[config.mk]
export PLATFORM = sky130hd
export DESIGN_NAME = ssx_exchange
export DESIGN_NICKNAME = d
export VERILOG_FILES = /design/src/hdl/ssx_pkg.sv /design/src/hdl/ssx_seq_track.sv /design/src/hdl/ssx_diag_word.sv /design/src/hdl/ssx_exchange.sv
export SDC_FILE = /design/constraint.sdc
export NUM_CORES = 1
export LEC_CHECK = 0
export ABC_AREA = 1
export BUFFER_PORTS_ARGS = -buffer_cell sky130_fd_sc_hd__clkbuf_2
export CORE_MARGIN = 2
export CORE_UTILIZATION = 49
export CTS_CLUSTER_DIAMETER = 80
export DETAILED_ROUTE_END_ITERATION = 8
export PLACE_DENSITY = 0.76
export SLEW_MARGIN = 10
export SYNTH_ARGS = -nofsm -noshare
export SYNTH_HDL_FRONTEND = slang
export SYNTH_SLANG_ARGS = --single-unit
[constraint.sdc]
create_clock -name pclk -period 1.7 [get_ports pclk]
set_input_delay 0.17 -clock pclk [delete_from_list [all_inputs] [get_ports pclk]]
set_output_delay 0.17 -clock pclk [all_outputs]
set_load 0.02 [all_outputs]
[src/hdl/ssx_pkg.sv]
package ssx_pkg;
    // Register indices, byte address is four times the index
    localparam logic [7:0] IDX_TX_BYTE_COUNT = 8'h77;
    localparam logic [7:0] IDX_TX_SEQ = 8'h78;
    localparam logic [7:0] IDX_RX_ECHO = 8'h79;
    localparam logic [7:0] IDX_STAT_CLR = 8'h7A;
    localparam logic [7:0] IDX_FLUSH = 8'h7B;
    localparam logic [7:0] IDX_PAYLOAD = 8'h7C;
    localparam logic [7:0] IDX_PAYLOAD_GO = 8'h7D;
    localparam logic [7:0] IDX_ERROR_WORD = 8'h7F;
    localparam logic [7:0] IDX_HDR_SEL = 8'h80;
    localparam logic [7:0] IDX_RX_DATA_LO = 8'h75;
    localparam logic [7:0] IDX_PAYLOAD_HI = 8'h90;
    localparam logic [7:0] IDX_RX_DATA_HI = 8'h91;
    localparam logic [7:0] IDX_RX_STATUS = 8'h92;
    // Field positions
    localparam int FLUSH_TX_BIT = 0;
    localparam int FLUSH_RX_BIT = 1;
    localparam int DIAG_PARAM_BIT = 3;
    localparam int DIAG_HW_BIT = 4;
    localparam int DIAG_HSHAKE_BIT = 5;
    localparam int DIAG_FRAME_BIT = 6;
    localparam int DIAG_OVFL_BIT = 7;
    localparam int RXS_LOSS_BIT = 2;
    localparam int RXS_STAT_BIT = 7;
    // User bytes per segment for each header size
    localparam logic [3:0] USER_BYTES_HDR1 = 4'h7;
    localparam logic [3:0] USER_BYTES_HDR2 = 4'h6;
    // Reset values
    localparam logic [1:0] SEQ_RESET = 2'h0;
    localparam logic [31:0] WORD_RESET = 32'h00000000;
endpackage

[src/hdl/ssx_seq_track.sv]
`timescale 1ns/1ps
`default_nettype none
module ssx_seq_track (
    input wire logic pclk,
    input wire logic presetn,
    input wire logic step,
    input wire logic [1:0] seq_in,
    output logic [1:0] expected,
    output logic lost
);
    import ssx_pkg::*;
    logic [1:0] exp_q, exp_d; // Next value the sequence should carry

    // Any break in the two-bit cycle means segments went missing
    always_comb begin
        exp_d = exp_q;
        lost = 1'b0;
        if (step) begin
            lost = (seq_in != exp_q);
            // Resynchronise so one gap reports once
            exp_d = seq_in + 2'h1;
        end
    end

    // Register the expected count
    always_ff @(posedge pclk or negedge presetn) begin
        if (!presetn) begin
            exp_q <= SEQ_RESET;
        end else begin
            exp_q <= exp_d;
        end
    end

    assign expected = exp_q;
endmodule
`default_nettype wire

[src/hdl/ssx_diag_word.sv]
`timescale 1ns/1ps
`default_nettype none
module ssx_diag_word (
    input wire logic pclk,
    input wire logic presetn,
    input wire logic err_param,
    input wire logic err_hw,
    input wire logic err_handshake,
    input wire logic err_frame,
    input wire logic err_overflow,
    output logic [15:0] diag
);
    import ssx_pkg::*;
    logic [15:0] diag_q, diag_d; // Registered error report

    // Low byte carries messages, reserved bits stay zero
    always_comb begin
        diag_d = 16'h0000;
        diag_d[DIAG_PARAM_BIT] = err_param;
        diag_d[DIAG_HW_BIT] = err_hw;
        diag_d[DIAG_HSHAKE_BIT] = err_handshake;
        diag_d[DIAG_FRAME_BIT] = err_frame;
        diag_d[DIAG_OVFL_BIT] = err_overflow;
    end

    // Register the word
    always_ff @(posedge pclk or negedge presetn) begin
        if (!presetn) begin
            diag_q <= 16'h0000;
        end else begin
            diag_q <= diag_d;
        end
    end

    assign diag = diag_q;
endmodule
`default_nettype wire

[src/hdl/ssx_exchange.sv]
// Behaviour
// - transmit sequence travels with every segment
// - sequence break flags lost segments
// - falling clear bit clears status flag
// - clear bit low ignores count changes
// - flushes accepted while clear bit low; code also needs it low the cycle before
// - flushes refused while clear bit high
// - bit 0 flushes transmit, bit 1 receive
// - payload-go write loads and starts transmission
// - diagnostics low byte, reserved bits zero
// - bit 3 reports parameter error
// - bit 4 reports hardware failure
// - bit 5 reports handshake error
// - bit 6 reports framing error
// - bit 7 reports receive overflow
// - mode 0 one-byte header, seven bytes
// - mode 1 two-byte header, six bytes
// - received bytes delivered in receive field
//
// Our own choice: the APB interface to the registers.
`timescale 1ns/1ps
`default_nettype none
module ssx_exchange #(
    parameter int ADDR_W = 12
) (
    input wire logic pclk,
    input wire logic presetn,
    input wire logic psel,
    input wire logic penable,
    input wire logic pwrite,
    input wire logic [ADDR_W-1:0] paddr,
    input wire logic [31:0] pwdata,
    output logic [31:0] prdata,
    output logic pready,
    output logic pslverr,
    input wire logic rx_seg_valid,
    input wire logic [55:0] rx_seg_data,
    input wire logic [3:0] rx_seg_count,
    output logic rx_seg_ready,
    output logic tx_seg_valid,
    output logic [55:0] tx_seg_data,
    output logic [3:0] tx_seg_count,
    output logic [1:0] tx_seg_seq,
    output logic tx_flush,
    output logic rx_flush,
    input wire logic err_param,
    input wire logic err_hw,
    input wire logic err_handshake,
    input wire logic err_frame,
    input wire logic err_overflow
);
    import ssx_pkg::*;

    // Decode slices the address above bit 9, so bit 10 must exist
    if (ADDR_W < 11 || ADDR_W > 16) begin : g_bad_addr_w
        $error("ADDR_W must lie between 11 and 16");
    end

    // Register decode, shared by read and write paths
    function automatic logic [3:0] reg_sel(input logic [ADDR_W-1:0] a);
        logic [7:0] idx;
        idx = a[9:2];
        if (a[1:0] != 2'h0 || a[ADDR_W-1:10] != '0) begin
            return 4'hF;
        end
        unique case (idx)
            IDX_TX_BYTE_COUNT: return 4'h0;
            IDX_TX_SEQ: return 4'h1;
            IDX_RX_ECHO: return 4'h2;
            IDX_STAT_CLR: return 4'h3;
            IDX_FLUSH: return 4'h4;
            IDX_PAYLOAD: return 4'h5;
            IDX_PAYLOAD_GO: return 4'h6;
            IDX_ERROR_WORD: return 4'h7;
            IDX_HDR_SEL: return 4'h8;
            IDX_RX_DATA_LO: return 4'h9;
            IDX_PAYLOAD_HI: return 4'hA;
            IDX_RX_DATA_HI: return 4'hB;
            IDX_RX_STATUS: return 4'hC;
            default: return 4'hF;
        endcase
    endfunction

    // Bus state
    logic pready_q, pready_d; // High through every access phase
    logic pslverr_q, pslverr_d; // Unmapped or wrong-direction access
    logic [31:0] prdata_q, prdata_d; // Read data captured at setup
    // Control registers
    logic [3:0] tx_cnt_q, tx_cnt_d; // Valid user bytes of next segment
    logic [1:0] tx_seq_q, tx_seq_d; // Sequence sent with next segment
    logic [1:0] rx_echo_q, rx_echo_d; // Last acknowledge from controller
    logic clr_q, clr_d; // Status-clear request bit
    logic clr_prev_q; // Clear bit one cycle ago, for edges
    logic hdr_q, hdr_d; // Header size select
    logic [55:0] pay_q, pay_d; // Transmit payload
    // Segment and status state
    logic tx_valid_q, tx_valid_d; // One-cycle launch strobe
    logic [55:0] tx_data_q, tx_data_d;
    logic [3:0] tx_ocnt_q, tx_ocnt_d;
    logic [1:0] tx_oseq_q, tx_oseq_d;
    logic txf_q, txf_d, rxf_q, rxf_d; // Flush strobes
    logic rx_free_q, rx_free_d; // Receive field may take a segment
    logic [55:0] rx_data_q, rx_data_d;
    logic [3:0] rx_cnt_q, rx_cnt_d;
    logic [1:0] rx_seq_q, rx_seq_d; // Sequence sent with input segment
    logic stat_q, stat_d; // Status flag of process input
    logic loss_q, loss_d; // Sticky lost-segment indication
    // Helpers
    logic [15:0] diag; // Error report word
    logic [1:0] tx_expected; // Next expected transmit sequence
    logic seq_lost; // Sequence break on this launch
    logic wr_en, rd_setup; // Bus strobes
    logic [3:0] wsel, rsel; // Decoded selects
    logic [3:0] user_max; // Bytes allowed by header size
    logic flush_ok; // Flush window open
    logic go; // Launch this cycle

    assign wr_en = psel && penable && pready_q && pwrite;
    assign rd_setup = psel && !penable;
    assign wsel = reg_sel(paddr);
    assign rsel = wsel;
    assign user_max = hdr_q ? USER_BYTES_HDR2 : USER_BYTES_HDR1;
    // Clear bit must be low now and low last cycle; no flush on falling edge
    assign flush_ok = !clr_q && !clr_prev_q;
    assign go = wr_en && (wsel == 4'h6);

    ssx_seq_track u_seq (
        .pclk(pclk),
        .presetn(presetn),
        .step(go),
        .seq_in(tx_seq_q),
        .expected(tx_expected),
        .lost(seq_lost)
    );

    ssx_diag_word u_diag (
        .pclk(pclk),
        .presetn(presetn),
        .err_param(err_param),
        .err_hw(err_hw),
        .err_handshake(err_handshake),
        .err_frame(err_frame),
        .err_overflow(err_overflow),
        .diag(diag)
    );

    // Bus answer: data and ready prepared in the setup cycle
    always_comb begin
        pready_d = rd_setup;
        pslverr_d = 1'b0;
        prdata_d = WORD_RESET;
        if (rd_setup) begin
            // Payload-go is write-only, error word and receive fields read-only
            pslverr_d = (rsel == 4'hF) || (pwrite && (rsel == 4'h7 || rsel == 4'h9
                        || rsel == 4'hB || rsel == 4'hC)) || (!pwrite && rsel == 4'h6);
            if (!pwrite) begin
                unique case (rsel)
                    4'h0: prdata_d = {28'h0, tx_cnt_q};
                    4'h1: prdata_d = {30'h0, tx_seq_q};
                    4'h2: prdata_d = {30'h0, rx_echo_q};
                    4'h3: prdata_d = {31'h0, clr_q};
                    4'h4: prdata_d = WORD_RESET;
                    4'h5: prdata_d = pay_q[31:0];
                    4'h7: prdata_d = {16'h0, diag};
                    4'h8: prdata_d = {31'h0, hdr_q};
                    4'h9: prdata_d = rx_data_q[31:0];
                    4'hA: prdata_d = {8'h0, pay_q[55:32]};
                    4'hB: prdata_d = {8'h0, rx_data_q[55:32]};
                    // Diagnostics join process input only with two-byte header
                    4'hC: prdata_d = {12'h0, rx_cnt_q, hdr_q ? diag[7:0] : 8'h00,
                                      stat_q, 4'h0, loss_q, rx_seq_q};
                    default: prdata_d = WORD_RESET;
                endcase
            end
        end
    end

    // Control register writes
    always_comb begin
        tx_cnt_d = tx_cnt_q;
        tx_seq_d = tx_seq_q;
        rx_echo_d = rx_echo_q;
        clr_d = clr_q;
        hdr_d = hdr_q;
        pay_d = pay_q;
        txf_d = 1'b0;
        rxf_d = 1'b0;
        if (wr_en) begin
            unique case (wsel)
                // Counts and acknowledge only change while clear bit is high
                4'h0: if (clr_q) tx_cnt_d = pwdata[3:0];
                4'h1: if (clr_q) tx_seq_d = pwdata[1:0];
                4'h2: if (clr_q) rx_echo_d = pwdata[1:0];
                4'h3: clr_d = pwdata[0];
                4'h4: begin
                    if (flush_ok) begin
                        txf_d = pwdata[FLUSH_TX_BIT];
                        rxf_d = pwdata[FLUSH_RX_BIT];
                    end
                end
                4'h5: pay_d[31:0] = pwdata;
                4'h6: pay_d[31:0] = pwdata;
                4'h8: hdr_d = pwdata[0];
                4'hA: pay_d[55:32] = pwdata[23:0];
                default: pay_d = pay_q;
            endcase
        end
    end

    // Segment launch, capture and status
    always_comb begin
        tx_valid_d = go;
        tx_data_d = tx_data_q;
        tx_ocnt_d = tx_ocnt_q;
        tx_oseq_d = tx_oseq_q;
        rx_free_d = rx_free_q;
        rx_data_d = rx_data_q;
        rx_cnt_d = rx_cnt_q;
        rx_seq_d = rx_seq_q;
        stat_d = stat_q;
        loss_d = loss_q;
        if (go) begin
            tx_data_d = {pay_q[55:32], pwdata};
            tx_ocnt_d = (tx_cnt_q > user_max) ? user_max : tx_cnt_q;
            tx_oseq_d = tx_seq_q;
        end
        // Controller acknowledge frees the receive field
        if (wr_en && wsel == 4'h2 && clr_q && !rx_free_q && pwdata[1:0] == rx_seq_q) begin
            rx_free_d = 1'b1;
        end
        if (rx_seg_valid && rx_free_q) begin
            rx_data_d = rx_seg_data;
            if (hdr_q) begin
                rx_data_d[55:48] = 8'h00;
            end
            rx_cnt_d = (rx_seg_count > user_max) ? user_max : rx_seg_count;
            rx_seq_d = rx_seq_q + 2'h1;
            rx_free_d = 1'b0;
        end
        // Falling clear bit clears the flag, but a new event wins
        if (clr_prev_q && !clr_q) begin
            stat_d = 1'b0;
            loss_d = 1'b0;
        end
        if (seq_lost) begin
            loss_d = 1'b1;
        end
        if (seq_lost || diag[7:3] != 5'h00) begin
            stat_d = 1'b1;
        end
    end

    // Register every group
    always_ff @(posedge pclk or negedge presetn) begin
        if (!presetn) begin
            pready_q <= 1'b0;
            pslverr_q <= 1'b0;
            prdata_q <= WORD_RESET;
            tx_cnt_q <= 4'h0;
            tx_seq_q <= SEQ_RESET;
            rx_echo_q <= SEQ_RESET;
            clr_q <= 1'b0;
            clr_prev_q <= 1'b0;
            hdr_q <= 1'b0;
            pay_q <= 56'h0;
            txf_q <= 1'b0;
            rxf_q <= 1'b0;
            tx_valid_q <= 1'b0;
            tx_data_q <= 56'h0;
            tx_ocnt_q <= 4'h0;
            tx_oseq_q <= SEQ_RESET;
            rx_free_q <= 1'b1;
            rx_data_q <= 56'h0;
            rx_cnt_q <= 4'h0;
            rx_seq_q <= SEQ_RESET;
            stat_q <= 1'b0;
            loss_q <= 1'b0;
        end else begin
            pready_q <= pready_d;
            pslverr_q <= pslverr_d;
            prdata_q <= prdata_d;
            tx_cnt_q <= tx_cnt_d;
            tx_seq_q <= tx_seq_d;
            rx_echo_q <= rx_echo_d;
            clr_q <= clr_d;
            clr_prev_q <= clr_q;
            hdr_q <= hdr_d;
            pay_q <= pay_d;
            txf_q <= txf_d;
            rxf_q <= rxf_d;
            tx_valid_q <= tx_valid_d;
            tx_data_q <= tx_data_d;
            tx_ocnt_q <= tx_ocnt_d;
            tx_oseq_q <= tx_oseq_d;
            rx_free_q <= rx_free_d;
            rx_data_q <= rx_data_d;
            rx_cnt_q <= rx_cnt_d;
            rx_seq_q <= rx_seq_d;
            stat_q <= stat_d;
            loss_q <= loss_d;
        end
    end

    assign prdata = prdata_q;
    assign pready = pready_q;
    assign pslverr = pslverr_q;
    assign rx_seg_ready = rx_free_q;
    assign tx_seg_valid = tx_valid_q;
    assign tx_seg_data = tx_data_q;
    assign tx_seg_count = tx_ocnt_q;
    assign tx_seg_seq = tx_oseq_q;
    assign tx_flush = txf_q;
    assign rx_flush = rxf_q;

    // Checks
    property p_launch;
        @(posedge pclk) disable iff (!presetn)
        go |=> tx_seg_valid && tx_seg_seq == $past(tx_seq_q) && tx_seg_data[31:0] == $past(pwdata);
    endproperty
    a_launch: assert property (p_launch) else $error("launch missed");

    property p_no_flush_high;
        @(posedge pclk) disable iff (!presetn)
        (clr_q || clr_prev_q) |=> !tx_flush && !rx_flush;
    endproperty
    a_no_flush_high: assert property (p_no_flush_high) else $error("flush while refused");

    property p_flush_map;
        @(posedge pclk) disable iff (!presetn)
        (wr_en && wsel == 4'h4 && flush_ok) |=> tx_flush == $past(pwdata[0])
            && rx_flush == $past(pwdata[1]);
    endproperty
    a_flush_map: assert property (p_flush_map) else $error("flush bits swapped");

    property p_ignore_seq;
        @(posedge pclk) disable iff (!presetn)
        (wr_en && wsel == 4'h1 && !clr_q) |=> $stable(tx_seq_q);
    endproperty
    a_ignore_seq: assert property (p_ignore_seq) else $error("sequence changed while low");

    property p_stat_clear;
        @(posedge pclk) disable iff (!presetn)
        (clr_prev_q && !clr_q && !seq_lost && diag[7:3] == 5'h00) |=> !stat_q;
    endproperty
    a_stat_clear: assert property (p_stat_clear) else $error("status not cleared");

    property p_loss;
        @(posedge pclk) disable iff (!presetn)
        (go && tx_seq_q != tx_expected) |=> loss_q && stat_q;
    endproperty
    a_loss: assert property (p_loss) else $error("loss not flagged");

    property p_rx_seq;
        @(posedge pclk) disable iff (!presetn)
        (rx_seg_valid && rx_seg_ready) |=> rx_seq_q == $past(rx_seq_q) + 2'h1 && !rx_seg_ready;
    endproperty
    a_rx_seq: assert property (p_rx_seq) else $error("receive sequence stuck");

    property p_diag;
        @(posedge pclk) disable iff (!presetn)
        ##1 diag[DIAG_PARAM_BIT] == $past(err_param) && diag[2:0] == 3'h0 && diag[15:8] == 8'h00;
    endproperty
    a_diag: assert property (p_diag) else $error("error word wrong");

    property p_user_max;
        @(posedge pclk) disable iff (!presetn)
        go |=> tx_seg_count <= ($past(hdr_q) ? USER_BYTES_HDR2 : USER_BYTES_HDR1);
    endproperty
    a_user_max: assert property (p_user_max) else $error("too many user bytes");
endmodule
`default_nettype wire

==> impl_results.md, run 1 <==
* TritonCTS buffer count at 25
* Iteration count of the initial detailed-routing pass at 5
* DP HPWL at approximately 21 mm
* DRC violations left at 0
* Post-Route WL at slightly above 30 mm
* DR vias at about 9500
* DR iter-0 viols at around 630
* Synth cell types at between 40 and 50
* Ant diodes at 0
* CP required at about 2.1 ns
* Initial antenna violation count at 0
* Final Net Count at ~1700
* Core ar. at about 0.02 mm^2
* Layout overhead on the synthesized area at 39.2%
* Highest Clock Rate at slightly above 0.6 GHz
* Global Route Usage Sum at 27.7%
* IO Pins at roughly 220
* EDFF count, synth at 0
* Clock-pin transition on the worst setup and hold timing paths at approximately 0.06 ns
* Most common cell in the synthesized netlist: nand2_1
* Place WS at -0.471 ns
* Hold Path Class: in2reg
* Power, Total at about 12 mW
* Mapped cell area at 0.0103 mm^2
* Via density at around 5
* Clk_lat worst skew at roughly 0.52 ns
* Total number of yosys warnings at 0
* Pin count of the biggest net entering global routing at 57
* Initial Util at approximately half
* PnR worst setup slack at 0.0570 ns
* Worst path bufs/invs at 5
* CTS Buffer Depth at 3
* Area leader, netlist: dfrtp_1
* PD cells at about 830 mW/mm^2
* Max incr delay on CP at between 0.2 and 0.25 ns
* Setup TNS at 0 ns
* GRT overflow at 0
* Row cnt at between 50 and 60
* CP Launch Type: primary input
* Slew Limit Headroom at 66.8%
* Synth Area per Inst at 8.54 um^2
* Flops & latches, synth at about 240
* Final Critical Period at 1.64 ns
* Status: complete, no violations
* Post-synth ARST share at between 90% and 100%
* IR Drop Worst-Case VDD at 654 uV
* Period Utilization, post-route at between 90% and 100%
* Unrepaired setup endpoints after global routing: true
* Crit-path max FO at 19
* Final setup fails at 0
* Hold WS at between 0.02 and 0.03 ns
* IO buf count at ~210
* Dpl cells at roughly 1700
* Max_cap viols at 0
* H-tree Lvls at 1
* Pleak at roughly 7.4 nW
* Ys flop type: dfrtp_1
* CP most frequent cell: nand2_2
* Worst setup EP type: flop
* Cells after Synth at roughly 1200
* Die area at 0.0221 mm^2
* CP max stage cell: o21ai_0
* First-pass GRT wire length at approximately 48 mm
* Count of final hold-check violations at 0
* CTS tree: done
* Ranking of synthesized cells by area: dfrtp_1 58%, nand2_1 16%, o21ai_1 4.5%
* Synth cell count leaders: 425 x nand2_1, 237 x dfrtp_1, 111 x inv_1
* Post-Layout Cell Count at between 1500 and 2000
* CP Class: in2reg
* Via count of the first global-routing pass at ~9400
* Share of the synthesized area in the top cell type at about 58%
* Share of cells above drive strength 1 at 26.2%
* Syn_nets at ~1300
* CP delay by family, top: simple AND/OR/NAND/NOR gates
* Final ANT Viol Nets at 0
* Max Slew Vio Count at 0
* Clk_skew at approximately 0.013 ns
* CP Data Arrival Time at between 2 and 2.5 ns
* Sequential share of the synthesized area at approximately 58%
* CP Cell Sequence: buf_2, inv_12, nand2_4, nor2_8, nand2_2, nand3_2, inv_2, nand2_4, nand2_2, nor2_2, nand2_2, buf_12, o21ai_0, buf_4, nor2_1, a21oi_1
* Die Ht at 149 um
* Worst Max-Slew Pin Slew at about 0.5 ns
* CTS root buf: clkbuf_16
* Clock Sinks at between 200 and 250
* Avg WL per Cell at 16.5 um
* GPL Wtd Cong at approximately 0.9
* DIE WIDTH at around 150 um
==> final cells by class <==
cell class / count / area, um^2
Inverter: 116 / 453
Tap cell: 270 / 338
Clock inverter: 8 / 101
Sequential cell: 238 / 5960
Clock buffer: 35 / 723
Fill cell: 1515 / 6130
Multi-Input combinational cell: 801 / 3830
Timing Repair Buffer: 395 / 2900
==> worst paths after layout <==
kind | from | endpoint | slack [ns] | cells past startpoint
max | paddr[9] | prdata[18]$_DFF_PN0_ | 0.06 | 16
min | rx_seg_count[0] | rx_cnt_q[0]$_DFFE_PN0P_ | 0.03 | 5
min in group asynchronous | presetn | rx_data_q[26]$_DFFE_PN0P_ | 0.16 | 2
min reg2reg | clr_q$_DFFE_PN0P_ | clr_prev_q$_DFF_PN0_ | 0.46 | 0
max in group asynchronous | presetn | rx_data_q[31]$_DFFE_PN0P_ | 0.89 | 3
max reg2reg | tx_cnt_q[0]$_DFFE_PN0P_ | tx_seg_count[0]$_DFFE_PN0P_ | 0.12 | 6
==> what timing repair did <==
action | 4_1_cts | 5_1_grt
gates resized for setup | 0 | 17
setup buffers | 0 | 4
endpoints found under the hold margin | 327 | 0
setup endpoints to repair | 0 | 93
hold buffers | 99 | 0
==> per-layer routing <==
| metal | part of all wire [%] | vias up | global-route usage (%) | wire [um] |
|---|---|---|---|---|
| li1 | - | 4550 | - | - |
| met1 | 43 | 4546 | 39.0 | 13300 |
| met2 | 47 | 368 | 45.3 | 14500 |
| met3 | 7.8 | 46 | 5.23 | 2410 |
| met4 | 1.8 | 0 | 5.81 | 555 |
| met5 | 0 | - | 0 | 0 |
==> worst register-to-register path: stages, from the launching register on <==
cell,delay (ns)
dfrtp_1,0.39
inv_1,0.06
ha_1,0.30
o41ai_2,0.37
nand2_1,0.08
o21ai_0,0.13
o21ai_1,0.12
==> cell families after synthesis <==
group,count (synthesis),synth area share (%)
AO/OA/AOI/OAI,206,11.0
XOR/XNOR,5,0.426
adder cells (fa/ha/maj),2,0.244
buffers and inverters,165,7.02
flip-flops,238,58.0
multiplexers,1,0.0974
AND/OR/NAND/NOR,586,23.2
==> report_power, final <==
part	internal, mW	switching (mW)
Sequential	5.67	0.00472
Clock	3.27	2.22
Combinational	0.311	0.336
==> cell usage in the layout, fill, tap and decap left out, types with 3 or more instances in the layout <==
cell type,synthesis,routed
inv_1,111,107
dfrtp_1,237,237
nand3_1,37,29
nor3_1,4,4
clkbuf_1,23,4
nor2_2,5,7
nand3_2,3,7
o211ai_1,18,18
xor2_1,4,4
o21ai_0,60,59
buf_4,3,64
nand2_1,425,405
clkinv_2,0,3
inv_6,0,3
o21ai_2,7,7
a21oi_1,20,20
nor2_4,2,9
clkbuf_8,0,6
dlygate4sd3_1,0,99
o21ai_1,93,94
nand3_4,1,5
clkbuf_16,0,25
nor2_1,92,84
inv_2,5,6
clkbuf_2,0,212
nand2_2,10,23
nand2_4,0,7
buf_12,0,16
==> flip-flops by register name, summed over array words and instances (netlist names) <==
signal and count:
rx_seq_q 2, rx_cnt_q 4, tx_seg_seq 2, rx_echo_q 2
loss_q 1, rx_flush 1, u_seq.expected 2, stat_q 1
tx_flush 1, tx_seg_valid 1, tx_seg_data 56, hdr_q 1
pready 1, tx_seg_count 4, tx_cnt_q 4, u_diag.diag 5
tx_seq_q 2, clr_prev_q 1, rx_data_q 56, pslverr 1
prdata 32, clr_q 1, pay_q 56, rx_seg_ready 1
==> through the flow <==
stage	util (%)	cell area, um^2
after floorplan	-	10500
after global placement	60.6	12400
after detailed placement	60.6	12400
after CTS	69.5	14200
after global routing	70.0	14300
final	70.0	14300
(Power assumes the default switching activity.)
==> run 2, diff against run 1 <==
Settings changed: MAX_ROUTING_LAYER set to met4.
==> impl_results.md, run 2 (same netlist as run 1, synthesis figures left out) <==
* IO Pins at 215 (unchanged)
* Slew Limit Headroom at 64.4% (-2.3 points)
* CTS Buffer Depth at 3 (unchanged)
* Die Ht at 149 um (unchanged)
* Final Net Count at 1710 (+0.94%)
* R2r worst-path depth at 7 (+1)
* Count of final hold-check violations at 0 (unchanged)
* Via count of the first global-routing pass at 9510 (+1.1%)
* H-tree Lvls at 1 (unchanged)
* GPL Wtd Cong at 0.895 (+1.1%)
* DR top layer: met4
* Clk_skew at 0.0106 ns (-0.00261 ns)
* Global Route Usage Sum at 29.6% (+2.0 points)
* Max_cap viols at 0 (unchanged)
* DR iter-0 viols at 782 (+25%)
* Hold Path Class: in2reg
* First-pass GRT wire length at 50.0 mm (+3.4%)
* Worst Max-Slew Pin Slew at 0.528 ns (+0.0348 ns)
* Via density at 5.19 (+1.7%)
* Period Utilization, post-route at 98.9% (+2.3 points)
* Final setup fails at 0 (unchanged)
* Worst hold stages at 3 (-2)
* Share of cells above drive strength 1 at 28.2% (+2.1 points)
* Area of the multi-input gates at 0.00391 mm^2 (+2.1%)
* CP Data Arrival Time at 2.11 ns (+0.03 ns)
* Metal3 WL at 2.42 mm (+0.12%)
* Post-Route WL at 32.8 mm (+6.5%)
* Clock-pin transition on the worst setup and hold timing paths at 0.06 ns (about the same)
* IR Drop Worst-Case VDD at 747 uV (+14%)
* Most frequent cells in the layout: 398 x nand2_1, 237 x dfrtp_1, 212 x clkbuf_2, 104 x inv_1, 98 x dlygate4sd3_1
* Avg WL per Cell at 17.4 um (+5.4%)
* CP required at 2.13 ns (about the same)
* CP Launch Type: primary input
* CP Class: in2reg
* Max Slew Vio Count at 0 (unchanged)
* PD cells at 820 mW/mm^2 (-0.75%)
* Row cnt at 52 (unchanged)
* Final Critical Period at 1.68 ns (+0.0385 ns)
* Ant diodes at 0 (unchanged)
* Die area at 0.0221 mm^2 (unchanged)
* Most common cell after layout, fill and taps aside: nand2_1
* DRC violations left at 0 (unchanged)
* IO buf count at 214 (unchanged)
* Layout overhead on the synthesized area at 42.5%
* Pleak at 7.56 nW (+2.5%)
* Highest Clock Rate at 0.595 GHz (-2.3%)
* Pin count of the biggest net entering global routing at 55 (-3.5%)
* DIE WIDTH at 149 um (unchanged)
* Crit-path max FO at 6 (-13)
* CTS tree: done
* Placed Area at 0.0125 mm^2 (+0.55%)
* Dpl cells at 1720 (+0.23%)
* TritonCTS buffer count at 25 (unchanged)
* Status: complete, no violations
* Initial antenna violation count at 0 (unchanged)
* Iteration count of the initial detailed-routing pass at 5 (unchanged)
* Layout fillers at 1446 (-4.6%)
* Storage cell area at 0.00596 mm^2 (unchanged)
* Clock Sinks at 238 (unchanged)
* Final ANT Viol Nets at 0 (unchanged)
* Layout Utilization at 71.7% (+1.7 points)
* Post-Layout Cell Count at 1881 (+0.97%)
* Design area at 0.0146 mm^2 (+2.4%)
* DR vias at 9769 (+2.7%)
* GRT overflow at 0 (unchanged)
* Power, Total at 12.0 mW (+1.6%)
* Clk_lat worst skew at 0.52 ns (about the same)
* DP HPWL at 21.2 mm (+1.9%)
* Met1 wire length at 13.8 mm (+4.1%)
* Worst setup EP type: flop
* Met2 wire length at 15.6 mm (+7.7%)
* Initial Util at 50.3% (unchanged)
* Core ar. at 0.0204 mm^2 (unchanged)
* CTS root buf: clkbuf_16
-- run 2: changes by cell type in the layout (fill, tap and decap cells not counted), sizes merged --
cell	change
dlygate4sd3	-1
clkinvlp	+2
clkinv	+1
clkbuf	+4
inv	-2
buf	+13
bufinv	+1
-- run 2: cell type report --
| type | instances | area share (%) |
|---|---|---|
| flip-flops and latches | 238 | 40.7 |
| multi-input cells | 801 | 26.7 |
| repair buffers | 411 | 21.4 |
| clock buffers | 35 | 4.94 |
| inverters | 116 | 3.08 |
| well taps | 270 | 2.31 |
| clock inverters | 10 | 0.914 |
-- run 2: timing repair --
| item | 4_1_cts | 5_1_grt |
|---|---|---|
| endpoints found under the hold margin | 355 | 0 |
| setup endpoints to repair | 0 | 156 |
| resized for setup | 0 | 47 |
| setup buffers | 0 | 13 |
| hold buffers | 98 | 0 |
-- run 2: critical path, stage by stage --
cell       delay (ns)
buf_4            0.15
inv_12           0.05
nand2_4          0.06
nor2_8           0.20
nand2_4          0.09
nand3_4          0.11
inv_2            0.06
nand2_4          0.09
buf_12           0.13
nand3_4          0.10
nor2_4           0.18
buf_4            0.14
clkbuf_16        0.12
nand2_1          0.04
o21ai_0          0.09
buf_4            0.15
nor2_1           0.04
a21oi_1          0.14
-- run 2: power breakdown --
part	total (mW)	internal [mW]	switching [mW]	leakage [nW]
Clock	5.66	3.42	2.24	0.419
Sequential	5.68	5.67	0.00401	3.22
Combinational	0.667	0.319	0.348	3.93
-- run 2: routing by layer --
metal / up-vias / global-route usage, %
met3: 72 / 4.62
li1: 4597 / -
met1: 4645 / 40.7
met5: - / -
met2: 455 / 46.3
met4: 0 / 8.81
-- run 2: final timing paths --
| path | slack [ns] | end | from |
|---|---|---|---|
| worst min-delay path | 0.02 | pay_q[2]$_DFFE_PN0P_ | pwdata[2] |
| min in group asynchronous | 0.14 | tx_seg_data[27]$_DFFE_PN0P_ | presetn |
| max in group asynchronous | 0.87 | pay_q[41]$_DFFE_PN0P_ | presetn |
| worst max-delay path | 0.02 | prdata[18]$_DFF_PN0_ | paddr[9] |
| worst max register to register | 0.11 | rx_cnt_q[0]$_DFFE_PN0P_ | hdr_q$_DFFE_PN0P_ |
| worst min register to register | 0.43 | clr_prev_q$_DFF_PN0_ | clr_q$_DFFE_PN0P_ |
-- run 2: through the flow --
step	hold slack (ns)	setup TNS [ns]	setup slack, ns
floorplan	-0.126	-1.75	-0.0687
global placement	0.105	-61.04	-0.427
detailed placement	0.104	-64.47	-0.463
CTS	0.00856	0	0.0276
global route	0.0286	-0.644	-0.0405
finish	0.0241	0	0.0185
